$ cat config.mk
export PLATFORM = sky130hd
export DESIGN_NAME = csl_status_lamps
export DESIGN_NICKNAME = d
export VERILOG_FILES = /design/src/csl_pkg.sv /design/src/csl_tick_if.sv /design/src/csl_cadence.sv /design/src/csl_status_lamps.sv
export SDC_FILE = /design/constraint.sdc
export NUM_CORES = 1
export LEC_CHECK = 0
export CORE_ASPECT_RATIO = 1.75
export CORE_MARGIN = 3
export CORE_UTILIZATION = 66
export CTS_CLUSTER_SIZE = 40
export DETAILED_ROUTE_END_ITERATION = 6
export DONT_BUFFER_PORTS = 1
export PLACE_DENSITY = 0.82
export SKIP_LAST_GASP = 1
export SYNTH_ARGS = -nofsm -noshare
export SYNTH_HDL_FRONTEND = slang
export SYNTH_HIERARCHICAL = 1
export SYNTH_SLANG_ARGS = --single-unit
$ cat constraint.sdc
create_clock -name clock_in -period 3.48 [get_ports clock_in]
set_input_delay 0.87 -clock clock_in [delete_from_list [all_inputs] [get_ports clock_in]]
set_output_delay 0.87 -clock clock_in [all_outputs]
set_load 0.03 [all_outputs]
$ cat src/csl_pkg.sv
// Package for the controller status lamp sequencer: states and cadences.
// Assumes a single 20 MHz system clock.
package csl_pkg;
  // ****************************************************************
  // Clock and cadence timing
  // ****************************************************************
  localparam int CLK_HZ = 20000000;
  localparam int FLASH_PERIOD_MS = 1000;
  localparam int RAPID_PERIOD_MS = 200;
  localparam int PULSE_MS = 200;
  localparam int GAP_MS = 200;
  localparam int FLASH_CYC = CLK_HZ / 1000 * FLASH_PERIOD_MS / 2;
  localparam int RAPID_CYC = CLK_HZ / 1000 * RAPID_PERIOD_MS / 2;
  localparam int PULSE_CYC = CLK_HZ / 1000 * PULSE_MS;
  localparam int GAP_CYC = CLK_HZ / 1000 * GAP_MS;
  localparam int CNT_W = 24;
  // Slots of the pulse sequencer: slot = one pulse or one gap time
  localparam logic [3:0] SLOT_LAST = 4'h9;
  localparam logic [3:0] SLOT_P1 = 4'h0;
  localparam logic [3:0] SLOT_P2 = 4'h2;
  localparam logic [3:0] SLOT_P3 = 4'h4;

  // ****************************************************************
  // Controller states
  // ****************************************************************
  typedef enum logic [3:0] {
    CSL_BOOTING, CSL_BAD_OS, CSL_EMPTY, CSL_RUNNING, CSL_STOPPED,
    CSL_HALT, CSL_HALT_SYS, CSL_REBOOT_HW
  } csl_state_t;
endpackage

$ cat src/csl_tick_if.sv
// Interface carrying cadence phases from the tick generator to the top.
// Assumes both ends share clock_in.
`timescale 1ns/1ps
`default_nettype none
interface csl_tick_if;
  logic flash_ph;
  logic rapid_ph;
  logic single_ph;
  logic triple_ph;
  modport gen (output flash_ph, rapid_ph, single_ph, triple_ph);
  modport use_ (input flash_ph, rapid_ph, single_ph, triple_ph);
endinterface
`default_nettype wire

$ cat src/csl_cadence.sv
// Cadence generator: free-running flash, rapid, single and triple phases.
// Assumes synchronous active-high reset on clock_in.
`timescale 1ns/1ps
`default_nettype none
module csl_cadence
  import csl_pkg::*;
(
  input wire logic clock_in, // System clock
  input wire logic reset_in, // Sync reset, active high
  csl_tick_if.gen tick       // Cadence phases out
);
  logic [CNT_W-1:0] flash_q, flash_d;
  logic [CNT_W-1:0] rapid_q, rapid_d;
  logic [CNT_W-1:0] slot_cnt_q, slot_cnt_d;
  logic [3:0] slot_q, slot_d;
  logic flash_ph_q, rapid_ph_q;
  wire flash_wrap = (flash_q == CNT_W'(FLASH_CYC - 1));
  wire rapid_wrap = (rapid_q == CNT_W'(RAPID_CYC - 1));
  wire slot_wrap = (slot_cnt_q == CNT_W'(PULSE_CYC - 1));

  // Separate counters so the rapid rate stays faster than flash [RULE15]
  assign flash_d = flash_wrap ? '0 : flash_q + CNT_W'(1);
  assign rapid_d = rapid_wrap ? '0 : rapid_q + CNT_W'(1);
  assign slot_cnt_d = slot_wrap ? '0 : slot_cnt_q + CNT_W'(1);
  assign slot_d = !slot_wrap ? slot_q :
                  (slot_q == SLOT_LAST) ? 4'h0 : slot_q + 4'h1;

  always_ff @(posedge clock_in) begin
    if (reset_in) begin
      flash_q <= '0;
      rapid_q <= '0;
      slot_cnt_q <= '0;
      slot_q <= 4'h0;
      flash_ph_q <= 1'b0;
      rapid_ph_q <= 1'b0;
    end else begin
      flash_q <= flash_d;
      rapid_q <= rapid_d;
      slot_cnt_q <= slot_cnt_d;
      slot_q <= slot_d;
      if (flash_wrap) flash_ph_q <= ~flash_ph_q;
      if (rapid_wrap) rapid_ph_q <= ~rapid_ph_q;
    end
  end

  // Patterns repeat forever on the slot sequence [RULE15]
  assign tick.flash_ph = flash_ph_q;
  assign tick.rapid_ph = rapid_ph_q;
  assign tick.single_ph = (slot_q == SLOT_P1);
  assign tick.triple_ph = (slot_q == SLOT_P1) || (slot_q == SLOT_P2) ||
                          (slot_q == SLOT_P3);
endmodule
`default_nettype wire

$ cat src/csl_status_lamps.sv
// Status lamp sequencer: controller state machine and lamp patterns.
// Assumes state flags come from controller logic, synchronous to clock_in.
// Function
// [RULE1] Boot: self tests and checksum checks; no execution, no comms.
// [RULE2] Booting flashes the module status lamp green and red alternately.
// [RULE3] Bad_os_state: bad-OS state, red flash, restricted comms, no execution.
// [RULE4] Bad application or hardware fault: empty, single green flash, comms.
// [RULE5] Run: steady green; breakpoint: triple green flash, restricted run.
// [RULE6] Stopped: green flash, restricted comms, no execution.
// [RULE7] Application or system error: halt, single red flash, comms allowed. Code: a system error in stopped, running or halt goes to CSL_HALT_SYS instead.
// [RULE8] Halt on system error: steady red, no comms, no execution.
// [RULE9] Reboot after hardware fault: rapid red flash, comms, then empty.
// [RULE10] Running with external or boot-project error: green plus single red.
// [RULE11] Stopped with external error: green flash plus single red flash.
// [RULE12] Battery lamp steady red when battery needs replacement.
// [RULE13] Identify request blinks the front-panel lamps.
// [RULE14] Three green power lamps each follow their sensed 24 V input.
// [RULE15] Counter cadences; rapid faster than flash; patterns repeat.
`timescale 1ns/1ps
`default_nettype none
module csl_status_lamps
  import csl_pkg::*;
(
  input wire logic clock_in,        // System clock, 20 MHz
  input wire logic reset_in,        // Sync reset, active high
  input wire logic self_test_done_in, // Self tests finished
  input wire logic fw_crc_ok_in,    // Firmware checksum verified good
  input wire logic os_valid_in,     // Operating system valid
  input wire logic app_valid_in,    // User application checksum good
  input wire logic hw_fault_in,     // Hardware fault detected
  input wire logic start_in,        // Run command
  input wire logic stop_in,         // Stop command
  input wire logic breakpoint_in,   // Breakpoint active
  input wire logic app_error_in,    // Application error detected
  input wire logic sys_error_in,    // System error detected
  input wire logic ext_error_in,    // External error detected
  input wire logic boot_mismatch_in, // Boot project differs or absent
  input wire logic reboot_done_in,  // Hardware-fault reboot finished
  input wire logic battery_low_in,  // RTC battery needs replacing
  input wire logic identify_in,     // Identify request active
  input wire logic pwr_main_in,     // Main 24 V present
  input wire logic pwr_exp_in,      // Expert I/O 24 V present
  input wire logic pwr_io_in,       // I/O segment 24 V present
  output logic ms_green_out,        // Module status lamp green
  output logic ms_red_out,          // Module status lamp red
  output logic battery_red_out,     // Battery lamp
  output logic [2:0] pdu_green_out, // Power lamps: main, expert, I/O
  output logic comm_allow_out,      // Programming port open
  output logic comm_restrict_out,   // Programming port restricted
  output logic app_exec_out,        // Application may execute
  output logic exec_restrict_out    // Execution restricted
);
  csl_tick_if tick ();
  csl_cadence u_cadence (
    .clock_in(clock_in),
    .reset_in(reset_in),
    .tick(tick)
  );

  // ****************************************************************
  // Controller state machine
  // ****************************************************************
  csl_state_t state_q, state_d;
  wire boot_ok = self_test_done_in && fw_crc_ok_in; // [RULE1]

  always_comb begin
    state_d = state_q;
    unique case (state_q)
      CSL_BOOTING: begin
        if (boot_ok) begin
          if (!os_valid_in) state_d = CSL_BAD_OS; // [RULE3]
          else if (hw_fault_in) state_d = CSL_REBOOT_HW; // [RULE9]
          else if (!app_valid_in) state_d = CSL_EMPTY; // [RULE4]
          else state_d = CSL_STOPPED;
        end
      end
      CSL_BAD_OS: state_d = CSL_BAD_OS; // [RULE3]
      CSL_REBOOT_HW: if (reboot_done_in) state_d = CSL_EMPTY; // [RULE9]
      CSL_EMPTY: if (app_valid_in && !hw_fault_in) state_d = CSL_STOPPED;
      CSL_STOPPED: begin
        if (sys_error_in) state_d = CSL_HALT_SYS;
        else if (app_error_in) state_d = CSL_HALT;
        else if (start_in) state_d = CSL_RUNNING;
      end
      CSL_RUNNING: begin
        // Errors outrank stop so a fault is never masked by a stop
        if (sys_error_in) state_d = CSL_HALT_SYS; // [RULE8]
        else if (app_error_in) state_d = CSL_HALT; // [RULE7]
        else if (stop_in) state_d = CSL_STOPPED;
      end
      CSL_HALT: begin
        if (sys_error_in) state_d = CSL_HALT_SYS;
        else if (stop_in) state_d = CSL_STOPPED;
      end
      CSL_HALT_SYS: state_d = CSL_HALT_SYS; // Only reset leaves it
      default: state_d = CSL_BOOTING;
    endcase
  end

  // ****************************************************************
  // Lamp pattern decode
  // ****************************************************************
  wire fl = tick.flash_ph;
  wire sg = tick.single_ph;
  wire tr = tick.triple_ph;
  wire rp = tick.rapid_ph;
  wire is_run = (state_q == CSL_RUNNING);
  wire is_stop = (state_q == CSL_STOPPED);
  wire run_bp = is_run && breakpoint_in;
  wire run_over = is_run && !breakpoint_in &&
                  (ext_error_in || boot_mismatch_in);
  wire stop_over = is_stop && ext_error_in;
  logic grn, red;

  always_comb begin
    grn = 1'b0;
    red = 1'b0;
    unique case (state_q)
      CSL_BOOTING: begin
        grn = fl; // [RULE2]
        red = !fl; // [RULE2]
      end
      CSL_BAD_OS: red = fl; // [RULE3]
      CSL_EMPTY: grn = sg; // [RULE4]
      CSL_RUNNING: begin
        // Red pulse replaces green so both colours never mix
        grn = run_bp ? tr : (run_over ? !sg : 1'b1); // [RULE5] [RULE10]
        red = run_over && sg; // [RULE10]
      end
      CSL_STOPPED: begin
        grn = stop_over ? (fl && !sg) : fl; // [RULE6] [RULE11]
        red = stop_over && sg; // [RULE11]
      end
      CSL_HALT: red = sg; // [RULE7]
      CSL_HALT_SYS: red = 1'b1; // [RULE8]
      CSL_REBOOT_HW: red = rp; // [RULE9]
      default: begin
        grn = 1'b0;
        red = 1'b0;
      end
    endcase
  end

  // Identify forces a common blink on the module status and battery lamps [RULE13]
  wire ms_g_d = identify_in ? fl : grn;
  wire ms_r_d = identify_in ? 1'b0 : red;
  wire bat_d = identify_in ? fl : battery_low_in; // [RULE12]

  // ****************************************************************
  // Communication and execution permissions
  // ****************************************************************
  wire comm_d = (state_q == CSL_EMPTY) || is_run ||
                (state_q == CSL_HALT) || (state_q == CSL_REBOOT_HW);
  wire restrict_d = (state_q == CSL_BAD_OS) || is_stop; // [RULE3] [RULE6]
  wire exec_d = is_run; // [RULE1] [RULE4] [RULE7] [RULE8]
  wire exec_r_d = run_bp; // [RULE5]

  always_ff @(posedge clock_in) begin
    if (reset_in) begin
      state_q <= CSL_BOOTING;
      ms_green_out <= 1'b0;
      ms_red_out <= 1'b0;
      battery_red_out <= 1'b0;
      pdu_green_out <= 3'h0;
      comm_allow_out <= 1'b0;
      comm_restrict_out <= 1'b0;
      app_exec_out <= 1'b0;
      exec_restrict_out <= 1'b0;
    end else begin
      state_q <= state_d;
      ms_green_out <= ms_g_d;
      ms_red_out <= ms_r_d;
      battery_red_out <= bat_d;
      pdu_green_out <= {pwr_io_in, pwr_exp_in, pwr_main_in}; // [RULE14]
      comm_allow_out <= comm_d;
      comm_restrict_out <= restrict_d;
      app_exec_out <= exec_d;
      exec_restrict_out <= exec_r_d;
    end
  end
endmodule
`default_nettype wire

# After elaboration in Yosys (flattened, before gate mapping)
# Cells that the tools add are included.
[word_totals] ff_bits=92 input_bits=20 elab_cells=87
[op_classes] add_sub_neg=4 eq_ne=17 muxes=22 bitwise_logic=2 reduce_logical=27
[ops] cell="adder 24 x 1 -> 24 bit (second input constant)" count=3
[ops] cell="2-to-1 mux 4 bit" count=11
[ops] cell="one-hot mux 4 bit (8 select lines)" count=1
[ops] cell="equality test 24 x 21 -> 1 bit (second input constant)" count=1
[ops] cell="equality test 24 x 22 -> 1 bit (second input constant)" count=1
[ops] cell="equality test 24 bit (second input constant)" count=1
[ops] cell="equality test 4 x 3 -> 1 bit (second input constant)" count=5
[ops] cell="equality test 4 x 2 -> 1 bit (second input constant)" count=3
[ops] cell="logical AND 1 bit" count=9
[ops] cell="2-to-1 mux 3 bit" count=3
[ops] cell="logical NOT 4 bit" count=2
[ops] cell="OR reduction 2 bit" count=4
[ops] cell="logical OR 1 bit" count=7
[ops] cell="one-hot mux 1 bit (7 select lines)" count=1
[ops] cell="!= test 2 bit (second input constant)" count=3
[ops] cell="2-to-1 mux 1 bit" count=5
[ops] cell="adder 4 x 1 -> 4 bit (second input constant)" count=1
[ops] cell="equality test 4 x 1 -> 1 bit (second input constant)" count=1
[ops] cell="equality test 4 bit (second input constant)" count=1
[ops] cell="logical NOT 1 bit" count=4
[ops] cell="!= test 4 bit (second input constant)" count=1
[ops] cell="one-hot mux 1 bit (4 select lines)" count=1
[ops] cell="AND reduction 4 bit" count=1
[ops] cell="NOT 1 bit" count=2

# Logic depth before layout (Yosys ltp)
# Gate-level depths: netlist of run 1.
[depth] ltp_word=7 mapped_depth=7 mapped_depth_nobuf=5

# By module
# Netlist of run 1, hierarchy kept.
[by_module_without_submodules] mod="csl_cadence" instances=1 cells_per_inst=430 area_per_inst_um2=3683.5
[by_module_without_submodules] mod="csl_status_lamps" instances=1 cells_per_inst=96 area_per_inst_um2=848.3

# Worst setup path after synthesis of run 1
# No wires, ideal clock.
[synth_path] path_type="reg-to-reg" start="register u_cadence.flash_q[0]" end="register u_cadence.flash_q[22]" setup_ns=0.121 t_arrival_ns=1.861 setup_slack_ns=1.498 path_stages_with_launch=6 path_buffers=0 period_less_slack_ns=1.982 path_cell_list="dfxtp_1 ha_1 nand3_1 nor4_1 nor2b_1 mux2_2"
[synth_via] elab_chain_cells=2 elab_cells_between_ends=3
[synth_lines] item="start, declared" line_no="csl_cadence.sv:12" rtl="logic [CNT_W-1:0] flash_q, flash_d;"
[synth_lines] item="start signal, assigned" line_no="csl_cadence.sv:37" rtl="flash_q <= flash_d;"
[synth_lines] item="parallel branches: the longest is 2 deep, another holds adder 24 x 1 -> 24 bit"
# Parallel ways; which one is timed is not known.
# A chain may end at the register's enable or synchronous reset.

# Worst setup path after layout of run 1
# Same ends and word-level chain as after synthesis.

==> summary.txt, run 1 <==
Min path
  – Worst hold path type: reg -> reg

Timing
  – RSZ-0062 raised after global routing: no
  – Final setup vio count: 0
  – Fmax: 445 MHz
  – Fin. Hold Viols: 0
  – Final min period: 2.25 ns
  – Final Cycle Share: 64.5%
  – Max Clock Skew: 0.00569 ns
  – Slew @ Worst Pin: 0.882 ns
  – Slew Limit Headroom: 40.6%
  – TNS Setup: 0 ns
  – Max Slew Vio Count: 0

Floorplan
  – Core area: 6590 um2
  – IO Pins: 30
  – Die height: 116 um
  – Die Width: 68.6 um
  – Initial core utilization: 68.8%
  – Die area: 7940 um2
  – Row Count: 39

Route
  – 1st-iter DRT viols: 294
  – Post-Route WL: 9630 um
  – WL/cell: 16.0 um
  – Antenna-violating nets left: 0
  – Vias per Instance: 6.45
  – # DRC: 0
  – Drt first pass iters: 5
  – Via Count: 3885

Synth
  – Yosys top cell area share: 40.6%
  – Synth Register Bits: 92
  – Syn Nets: 549
  – Register area share after synthesis: 40.6%
  – Warnings, synthesis: 6
  – Post-synth ARST share: 0%
  – Synth Flop Type: dfxtp_1
  – Mapped cell area: 4530 um2
  – Post-synthesis instance total: 526
  – Most common cell in the netlist: dfxtp_1
  – Avg Cell Area, Syn: 8.62 um2
  – Leading area contributor after synthesis: dfxtp_1
  – Synth area leaders: dfxtp_1, nor2_1, xnor2_1, nand4_1, xor2_1
  – Post-synth top cells: dfxtp_1, nor2_1, a21oi_1, nand3_1, nand4_1
  – Post-synth EDFFs: 0
  – Synth cell types: 63

Power and ir drop
  – VDD IR-drop max: 0.375 mV
  – Leakage: 1.63 nW
  – Power Dens Cells: 478 nW/um2
  – Total Power: 0.00233 W

Clocking
  – Post-CTS Setup Bufs: 0
  – Clk sink count: 92
  – CTS resizes: 0
  – CTS root buf: clkbuf_16
  – H-tree levels: 3
  – CTS clk-pin slew, worst paths: 0.06 ns
  – CTS tree: yes
  – Later-pin clock latency in the skew report: 0.34 ns
  – Num CTS Buffers: 9
  – # hold bufs at CTS: 0
  – CTS max path bufs: 2

Critical path
  – Cell Chain, Critical Path: ha_1 > nand3_1 > nor4_1 > nor2b_1 > mux2_2
  – CP Launch Type: flip-flop
  – Crit end category: flip-flop
  – CP Class: reg -> reg
  – Arrival @ worst endpoint: 2.47 ns
  – Buf+Inv Stages, Crit Path: 0
  – Slowest cell on crit path: nor4_1
  – CP delay by family, top: simple AND/OR/NAND/NOR gates
  – CP required: 3.71 ns
  – CP max stage delay: 0.80 ns
  – Internal reg-to-reg setup slack: 1.23 ns
  – Crit Path Max Fanout: 6

Layout
  – Fill cells: 492
  – Nets@finish: 538
  – N_diodes: 0
  – Layout cell share with drive strength beyond 1: 8.46%
  – Layout area overhead: 7.56%

Place
  – Final GP Congestion: 0.832
  – Final HPWL DP: 6720 um
  – PortBufs: 0

Global route
  – Initial antenna violation count: 0
  – Global-route wire length before repair: 16100 um
  – Largest net degree at the start of global routing: 27
  – GRT Util Overall: 26.2%
  – Grt total ovfl: 0
  – Vias in the first global route: 3814

Job
  – Max cap viols: 0

Outcome
  – Status: finished, final reports clean
[path summary, 6_finish.rpt]
path | from | to | depth (start not counted)
setup reg to reg | u_cadence/flash_q[0]$_SDFF_PP0_ | u_cadence/flash_q[22]$_SDFF_PP0_ | 5
setup / recovery | u_cadence/flash_q[0]$_SDFF_PP0_ | u_cadence/flash_q[22]$_SDFF_PP0_ | 5
hold / removal | u_cadence/slot_cnt_q[0]$_SDFF_PP0_ | u_cadence/slot_cnt_q[0]$_SDFF_PP0_ | 1
hold reg to reg | u_cadence/slot_cnt_q[0]$_SDFF_PP0_ | u_cadence/slot_cnt_q[0]$_SDFF_PP0_ | 1
[state kept, by name, indices dropped and copies added, names as in the netlist]
| name | count |
|---|---|
| u_cadence/rapid_q | 24 |
| ms_green_out | 1 |
| comm_allow_out | 1 |
| app_exec_out | 1 |
| state_q | 4 |
| battery_red_out | 1 |
| ms_red_out | 1 |
| comm_restrict_out | 1 |
| pdu_green_out | 3 |
| u_cadence/flash_q | 24 |
| u_cadence/slot_cnt_q | 24 |
| u_cadence/slot_q | 4 |
| exec_restrict_out | 1 |
| u_cadence/tick.rapid_ph | 1 |
| u_cadence/tick.flash_ph | 1 |
[layer usage]
metal / share of wire, % / GRT usage (%) / wire (um) / vias up
met3: 3.4 / 6.11 / 331 / 22
li1: - / - / - / 1913
met1: 39 / 26.5 / 3760 / 1856
met4: 2.8 / 15.9 / 274 / 0
met5: 0 / 0 / 0 / -
met2: 55 / 46.6 / 5260 / 94
[cell type report]
cell class | count | area [um2] | share of cell area (%)
clock buffers | 9 | 225 | 4.62
clock inverters | 7 | 139 | 2.85
inverters | 15 | 56.3 | 1.16
multi-input cells | 394 | 2490 | 51.0
flip-flops and latches | 92 | 1840 | 37.8
well taps | 82 | 103 | 2.10
repair buffers | 3 | 22.5 | 0.462
[power breakdown]
group	switching [W]	leakage (nW)	total, W	internal (W)
registers	0.0000275	0.744	0.00110	0.00107
clock network	0.000393	0.179	0.00117	0.000773
logic	0.0000372	0.703	0.0000679	0.0000307
total	0.000458	1.63	0.00233	0.00187
[placed cells by master (no fill, tap or decap), types with 13 or more instances in the layout]
cell	instances
xor2_1	19
nor3_1	14
dfxtp_1	92
nor2_1	60
nor2b_1	13
or3_1	13
a21oi_1	31
nand2_1	20
inv_1	15
nand3_1	31
nor4_1	14
xnor2_1	23
o21ai_0	16
nand4_1	29
[cell families (layout without fill, tap and decap cells)]
family / Yosys count / count (layout) / synth area share, %
adder cells (fa/ha/maj): 3 / 3 / 0.828
XOR/XNOR: 42 / 42 / 8.12
buffers and inverters: 40 / 34 / 4.58
other: 1 / 1 / 0.0827
multiplexers: 3 / 3 / 0.745
AND/OR/NAND/NOR: 253 / 253 / 31.9
flip-flops: 92 / 92 / 40.6
AO/OA/AOI/OAI: 92 / 92 / 13.1
[through the flow]
stage / hold slack, ns / cell area (um2) / instances / worst slack, ns / util (%)
3_3_place_gp: 0.437 / 4510 / 586 / 1.35 / 68.5
2_1_floorplan: 0.426 / 4530 / 526 / 1.50 / -
5_1_grt: 0.498 / 4870 / 602 / 1.07 / 74.0
3_5_place_dp: 0.456 / 4510 / 586 / 1.27 / 68.5
4_1_cts: 0.467 / 4870 / 602 / 1.25 / 74.0
6_report: 0.459 / 4870 / 602 / 1.23 / 74.0
No activity file was read; power rests on OpenSTA's default activity.
==> run 2: changes to the inputs <==
Settings changed: CORE_UTILIZATION 66 to 57, PLACE_DENSITY 0.82 to 0.75.
Clock period 3.48 ns to 1.8 ns, I/O delays scaled along.
==> summary.txt, run 2 (synthesis results as in run 1) <==
Job
  – Max cap viols: 0 (unchanged)

Power and ir drop
  – Power Dens Cells: 748 nW/um2 (+57%)
  – Cell Int Power: 0.00308 W (+65%)
  – Switching power: 0.000920 W (+100%)
  – Switch share: 23.0% (+3.3 points)
  – VDD IR-drop max: 0.683 mV (+82%)
  – Leakage: 1.90 nW (+17%)
  – Combinational power share: 4.3% (+1.4 points)
  – Clk pwr share: 42.9% (-7.2 points)
  – Seq pwr share: 52.7% (+5.7 points)

Clocking
  – Later-pin clock latency in the skew report: 0.34 ns (about the same)
  – Num CTS Buffers: 9 (unchanged)
  – # hold bufs at CTS: 0 (unchanged)
  – CTS clk-pin slew, worst paths: 0.06 ns (about the same)
  – CTS root buf: clkbuf_16
  – H-tree levels: 3 (unchanged)
  – CTS max path bufs: 2 (unchanged)
  – CTS tree: yes
  – Clk sink count: 92 (unchanged)

Layout
  – Layout area overhead: 18.1%
  – FF/Latch Area: 1860 um2 (+0.88%)
  – Commonest non-fill, non-tap cell in the layout: dfxtp_1
  – Most frequent cells in the layout: dfxtp_1, nor2_1, buf_4, a21oi_1
  – Nets@finish: 596 (+11%)
  – Biggest regs: u_cadence/flash_q: 24 flops, u_cadence/rapid_q: 24 flops, u_cadence/slot_cnt_q: 24 flops
  – Layout cell share with drive strength beyond 1: 22.1% (+14 points)
  – Fill cells: 598 (+22%)
  – N_diodes: 0 (unchanged)
  – Final cell count without fillers: 666 (+11%)
  – Multi-input logic area: 2570 um2 (+3.5%)

Timing
  – Final min period: 1.85 ns (-0.400 ns)
  – Final worst slack: -0.0455 ns (-1.28 ns)
  – Fin. Hold Viols: 0 (unchanged)
  – Max Clock Skew: 0.00546 ns (-0.000227 ns)
  – RSZ-0062 raised after global routing: yes
  – Final setup vio count: 2 (+2)
  – Final hold slack: 0.165 ns (-0.293 ns)
  – Max Slew Vio Count: 0 (unchanged)
  – Fmax: 542 MHz (+22%)
  – Final Cycle Share: 103% (+38 points)

Place
  – Final GP Congestion: 0.905 (+8.8%)
  – Place WS: -0.0546 ns (-1.33 ns)
  – PortBufs: 0 (unchanged)
  – Final HPWL DP: 7410 um (+10%)
  – Cells after DPL: 645 (+10%)

Critical path
  – Crit Path Max Fanout: 6 (unchanged)
  – Cell Chain, Critical Path: ha_4 > nand4_1 > or4_4 > or4_1 > a21oi_1
  – CP Class: reg -> reg
  – CP max stage delay: 0.48 ns (-0.32 ns)
  – Arrival @ worst endpoint: 2.12 ns (-0.35 ns)
  – CP Launch Type: flip-flop
  – CP required: 2.07 ns (-1.64 ns)
  – Slowest cell on crit path: or4_4
  – Crit end category: flip-flop

Floorplan
  – Core area: 7670 um2 (+16%)
  – Row Count: 42 (+7.7%)
  – Die area: 9100 um2 (+15%)
  – Die height: 124 um (+7.2%)
  – Initial core utilization: 59.1% (-9.7 points)
  – IO Pins: 30 (unchanged)
  – Die Width: 73.4 um (+6.9%)

Route
  – Via Count: 4127 (+6.2%)
  – Vias per Instance: 6.20 (-4.0%)
  – Drt first pass iters: 4 (-1)
  – Antenna-violating nets left: 0 (unchanged)
  – 1st-iter DRT viols: 200 (-32%)
  – WL/cell: 15.7 um (-1.8%)
  – Post-Route WL: 10500 um (+8.6%)
  – # DRC: 0 (unchanged)

Global route
  – GRT Util Overall: 25.0% (-1.3 points)
  – Vias in the first global route: 4175 (+9.5%)
  – Largest net degree at the start of global routing: 27 (unchanged)
  – Global-route wire length before repair: 18000 um (+12%)
  – Grt total ovfl: 0 (unchanged)
  – Initial antenna violation count: 0 (unchanged)

Outcome
  – Status: finished with violations
  – Failing checks: setup timing

Min path
  – Worst hold path type: in -> reg
==> run 2: path summary, 6_finish.rpt <==
check                                     startpoint                                   to  slack (ns)  cells after the start
hold / removal                              reset_in   u_cadence/slot_cnt_q[2]$_SDFF_PP0_        0.17                      1
setup reg to reg  u_cadence/slot_cnt_q[0]$_SDFF_PP0_  u_cadence/slot_cnt_q[22]$_SDFF_PP0_       -0.05                      5
setup / recovery  u_cadence/slot_cnt_q[0]$_SDFF_PP0_  u_cadence/slot_cnt_q[22]$_SDFF_PP0_       -0.05                      5
hold reg to reg      u_cadence/flash_q[0]$_SDFF_PP0_      u_cadence/flash_q[0]$_SDFF_PP0_        0.47                      1
==> run 2: worst max-delay path, delay by kind of cell (launching register included) <==
kind	cells	cell delay, ns
adder cells (fa/ha/maj)	1	0.15
AO/OA/AOI/OAI	1	0.15
AND/OR/NAND/NOR	3	1.11
flip-flops	1	0.37
==> run 2: what timing repair did <==
item,in CTS,in global routing
endpoints found under the setup margin,6,64
resized for setup,5,25
cloned,0,0
setup buffers,2,3
endpoints found under the hold margin,0,0
pin swaps,3,7
==> run 2: area by class of cell <==
type | instances | area share, %
clock buffers | 10 | 4.28
clock inverters | 6 | 0.772
flip-flops and latches | 92 | 34.7
repair buffers | 61 | 9.00
multi-input cells | 394 | 48.1
well taps | 88 | 2.06
inverters | 15 | 1.05
==> run 2: power by group through the flow <==
stage / registers (W) / clock network, W / logic (W)
6_report: 0.00211 / 0.00172 / 0.000173
5_1_grt: 0.00211 / 0.00184 / 0.000194
4_1_cts: 0.00211 / 0.00176 / 0.000170
3_5_place_dp: 0.00215 / 0 / 0.000166
3_3_place_gp: 0.00215 / 0 / 0.000160
2_1_floorplan: 0.00215 / 0 / 0.000132
==> run 2: layer usage <==
layer | vias up | global-route usage, % | share of wire (%)
met2 | 98 | 45.4 | 54
met4 | 0 | 13.2 | 3.3
met1 | 1973 | 26.6 | 38
met5 | - | 0 | 0
li1 | 2024 | - | -
met3 | 32 | 4.68 | 4.1
==> run 2: through the flow <==
stage	power (W)	setup TNS [ns]	instance area [um2]	util (%)
global placement	0.00231	-0.00202	4950	64.5
finish	0.00400	-0.0520	5350	69.7
floorplan	0.00228	0	4550	-
detailed placement	0.00232	-0.101	4950	64.5
global route	0.00415	-0.258	5350	69.7
CTS	0.00404	-0.0334	5250	68.4
==> run 3: changes to the inputs <==
Settings changed: SKIP_CTS_REPAIR_TIMING set to 1.
==> summary.txt, run 3 (synthesis results as in run 1) <==
Power and ir drop
  – Total Power: 0.00400 W (about the same)
  – Power Dens Cells: 752 nW/um2 (+0.53%)
  – Leakage: 1.89 nW (-0.62%)
  – VDD IR-drop max: 0.682 mV (about the same)

Floorplan
  – Initial core utilization: 59.1% (unchanged)
  – Die Width: 73.4 um (unchanged)
  – Die area: 9100 um2 (unchanged)
  – IO Pins: 30 (unchanged)
  – Die height: 124 um (unchanged)
  – Row Count: 42 (unchanged)
  – Core area: 7670 um2 (unchanged)

Global route
  – Largest net degree at the start of global routing: 27 (unchanged)
  – Initial antenna violation count: 0 (unchanged)
  – Vias in the first global route: 4137 (-0.91%)
  – Grt total ovfl: 0 (unchanged)
  – GRT Util Overall: 24.8% (-0.13 points)
  – Global-route wire length before repair: 17900 um (-0.38%)

Critical path
  – CP Class: reg -> reg
  – CP Launch Type: flip-flop
  – Crit Path Max Fanout: 6 (unchanged)
  – CP required: 2.07 ns (about the same)
  – Crit end category: flip-flop
  – Arrival @ worst endpoint: 2.09 ns (-0.03 ns)

Clocking
  – H-tree levels: 3 (unchanged)
  – Later-pin clock latency in the skew report: 0.34 ns (about the same)
  – CTS root buf: clkbuf_16
  – Num CTS Buffers: 9 (unchanged)
  – Clk sink count: 92 (unchanged)
  – CTS tree: yes
  – CTS max path bufs: 2 (unchanged)
  – CTS clk-pin slew, worst paths: 0.06 ns (about the same)

Timing
  – Final hold slack: 0.164 ns (-0.000800 ns)
  – Final worst slack: -0.0137 ns (+0.0318 ns)
  – Max Clock Skew: 0.00596 ns (+0.000506 ns)
  – RSZ-0062 raised after global routing: yes
  – Fmax: 551 MHz (+1.8%)
  – Fin. Hold Viols: 0 (unchanged)
  – Final setup vio count: 2 (unchanged)
  – Final Cycle Share: 101% (-1.8 points)
  – Final min period: 1.81 ns (-0.0318 ns)
  – Max Slew Vio Count: 0 (unchanged)

Route
  – Post-Route WL: 10400 um (-0.55%)
  – WL/cell: 15.6 um (-0.40%)
  – Via Count: 4089 (-0.92%)
  – Antenna-violating nets left: 0 (unchanged)
  – Vias per Instance: 6.15 (-0.77%)
  – 1st-iter DRT viols: 210 (+5.0%)
  – Drt first pass iters: 5 (+1)
  – # DRC: 0 (unchanged)

Job
  – Max cap viols: 0 (unchanged)

Outcome
  – Failing checks: setup timing
  – Status: finished with violations

Layout
  – Final cell count without fillers: 665 (-0.15%)
  – Layout cell share with drive strength beyond 1: 21.5% (-0.65 points)
  – Most frequent cells in the layout: dfxtp_1, nor2_1, buf_4, a21oi_1
  – Biggest regs: u_cadence/flash_q: 24 flops, u_cadence/rapid_q: 24 flops, u_cadence/slot_cnt_q: 24 flops
  – Fill cells: 604 (+1.0%)
  – Layout area overhead: 17.3%
  – Multi-input logic area: 2560 um2 (-0.53%)
  – Nets@finish: 595 (-0.17%)
  – Design area: 5320 um2 (-0.61%)
  – Commonest non-fill, non-tap cell in the layout: dfxtp_1
  – FF/Latch Area: 1850 um2 (-0.20%)
  – N_diodes: 0 (unchanged)

Place
  – Dpl cell area: 4950 um2 (unchanged)
  – Final GP Congestion: 0.905 (unchanged)
  – PortBufs: 0 (unchanged)
  – Cells after DPL: 645 (unchanged)
  – Final HPWL DP: 7410 um (unchanged)

Min path
  – Worst hold path type: in -> reg
run 3: final timing paths:
| path | start | end | slack, ns | depth (start not counted) |
|---|---|---|---|---|
| setup reg to reg | u_cadence/slot_cnt_q[0]$_SDFF_PP0_ | u_cadence/slot_cnt_q[22]$_SDFF_PP0_ | -0.01 | 5 |
| hold / removal | reset_in | u_cadence/slot_cnt_q[2]$_SDFF_PP0_ | 0.16 | 1 |
| setup / recovery | u_cadence/slot_cnt_q[0]$_SDFF_PP0_ | u_cadence/slot_cnt_q[22]$_SDFF_PP0_ | -0.01 | 5 |
| hold reg to reg | u_cadence/flash_q[0]$_SDFF_PP0_ | u_cadence/flash_q[0]$_SDFF_PP0_ | 0.47 | 1 |
run 3: per-layer routing:
layer  track usage (%)  vias to the layer above  wire, um
li1                  -                     2024         -
met1              26.6                     1959      4080
met2              45.3                       79      5640
met3              4.68                       27       387
met4              12.4                        0       299
met5                 0                        -         0
run 3: area by class of cell:
| type | count | area share (%) |
|---|---|---|
| clock inverters | 6 | 0.776 |
| inverters | 15 | 1.06 |
| multi-input cells | 394 | 48.1 |
| flip-flops and latches | 92 | 34.9 |
| clock buffers | 10 | 4.31 |
| well taps | 88 | 2.07 |
| repair buffers | 60 | 8.78 |
run 3: worst max-delay path, cell delays in order, from the launching register on:
cell and delay [ns]:
dfxtp_2 0.36, ha_4 0.15, nand4_1 0.14, or4_4 0.47
or4_1 0.47, a21oi_1 0.15
run 3: where the power goes:
| part | internal, W | leakage [nW] | switching [W] | total (W) |
|---|---|---|---|---|
| registers | 0.00207 | 0.749 | 0.0000457 | 0.00211 |
| logic | 0.0000821 | 1.02 | 0.0000863 | 0.000168 |
| clock network | 0.000932 | 0.124 | 0.000788 | 0.00172 |
| total | 0.00308 | 1.89 | 0.000920 | 0.00400 |
run 3: through the flow:
stage               utilization (%)  worst slack [ns]  setup TNS (ns)
CTS                            68.0           -0.0792          -0.228
global route                   69.3           -0.0890          -0.321
floorplan                         -            0.0154               0
finish                         69.3           -0.0137         -0.0164
detailed placement             64.5           -0.0546          -0.101
global placement               64.5          -0.00202        -0.00202
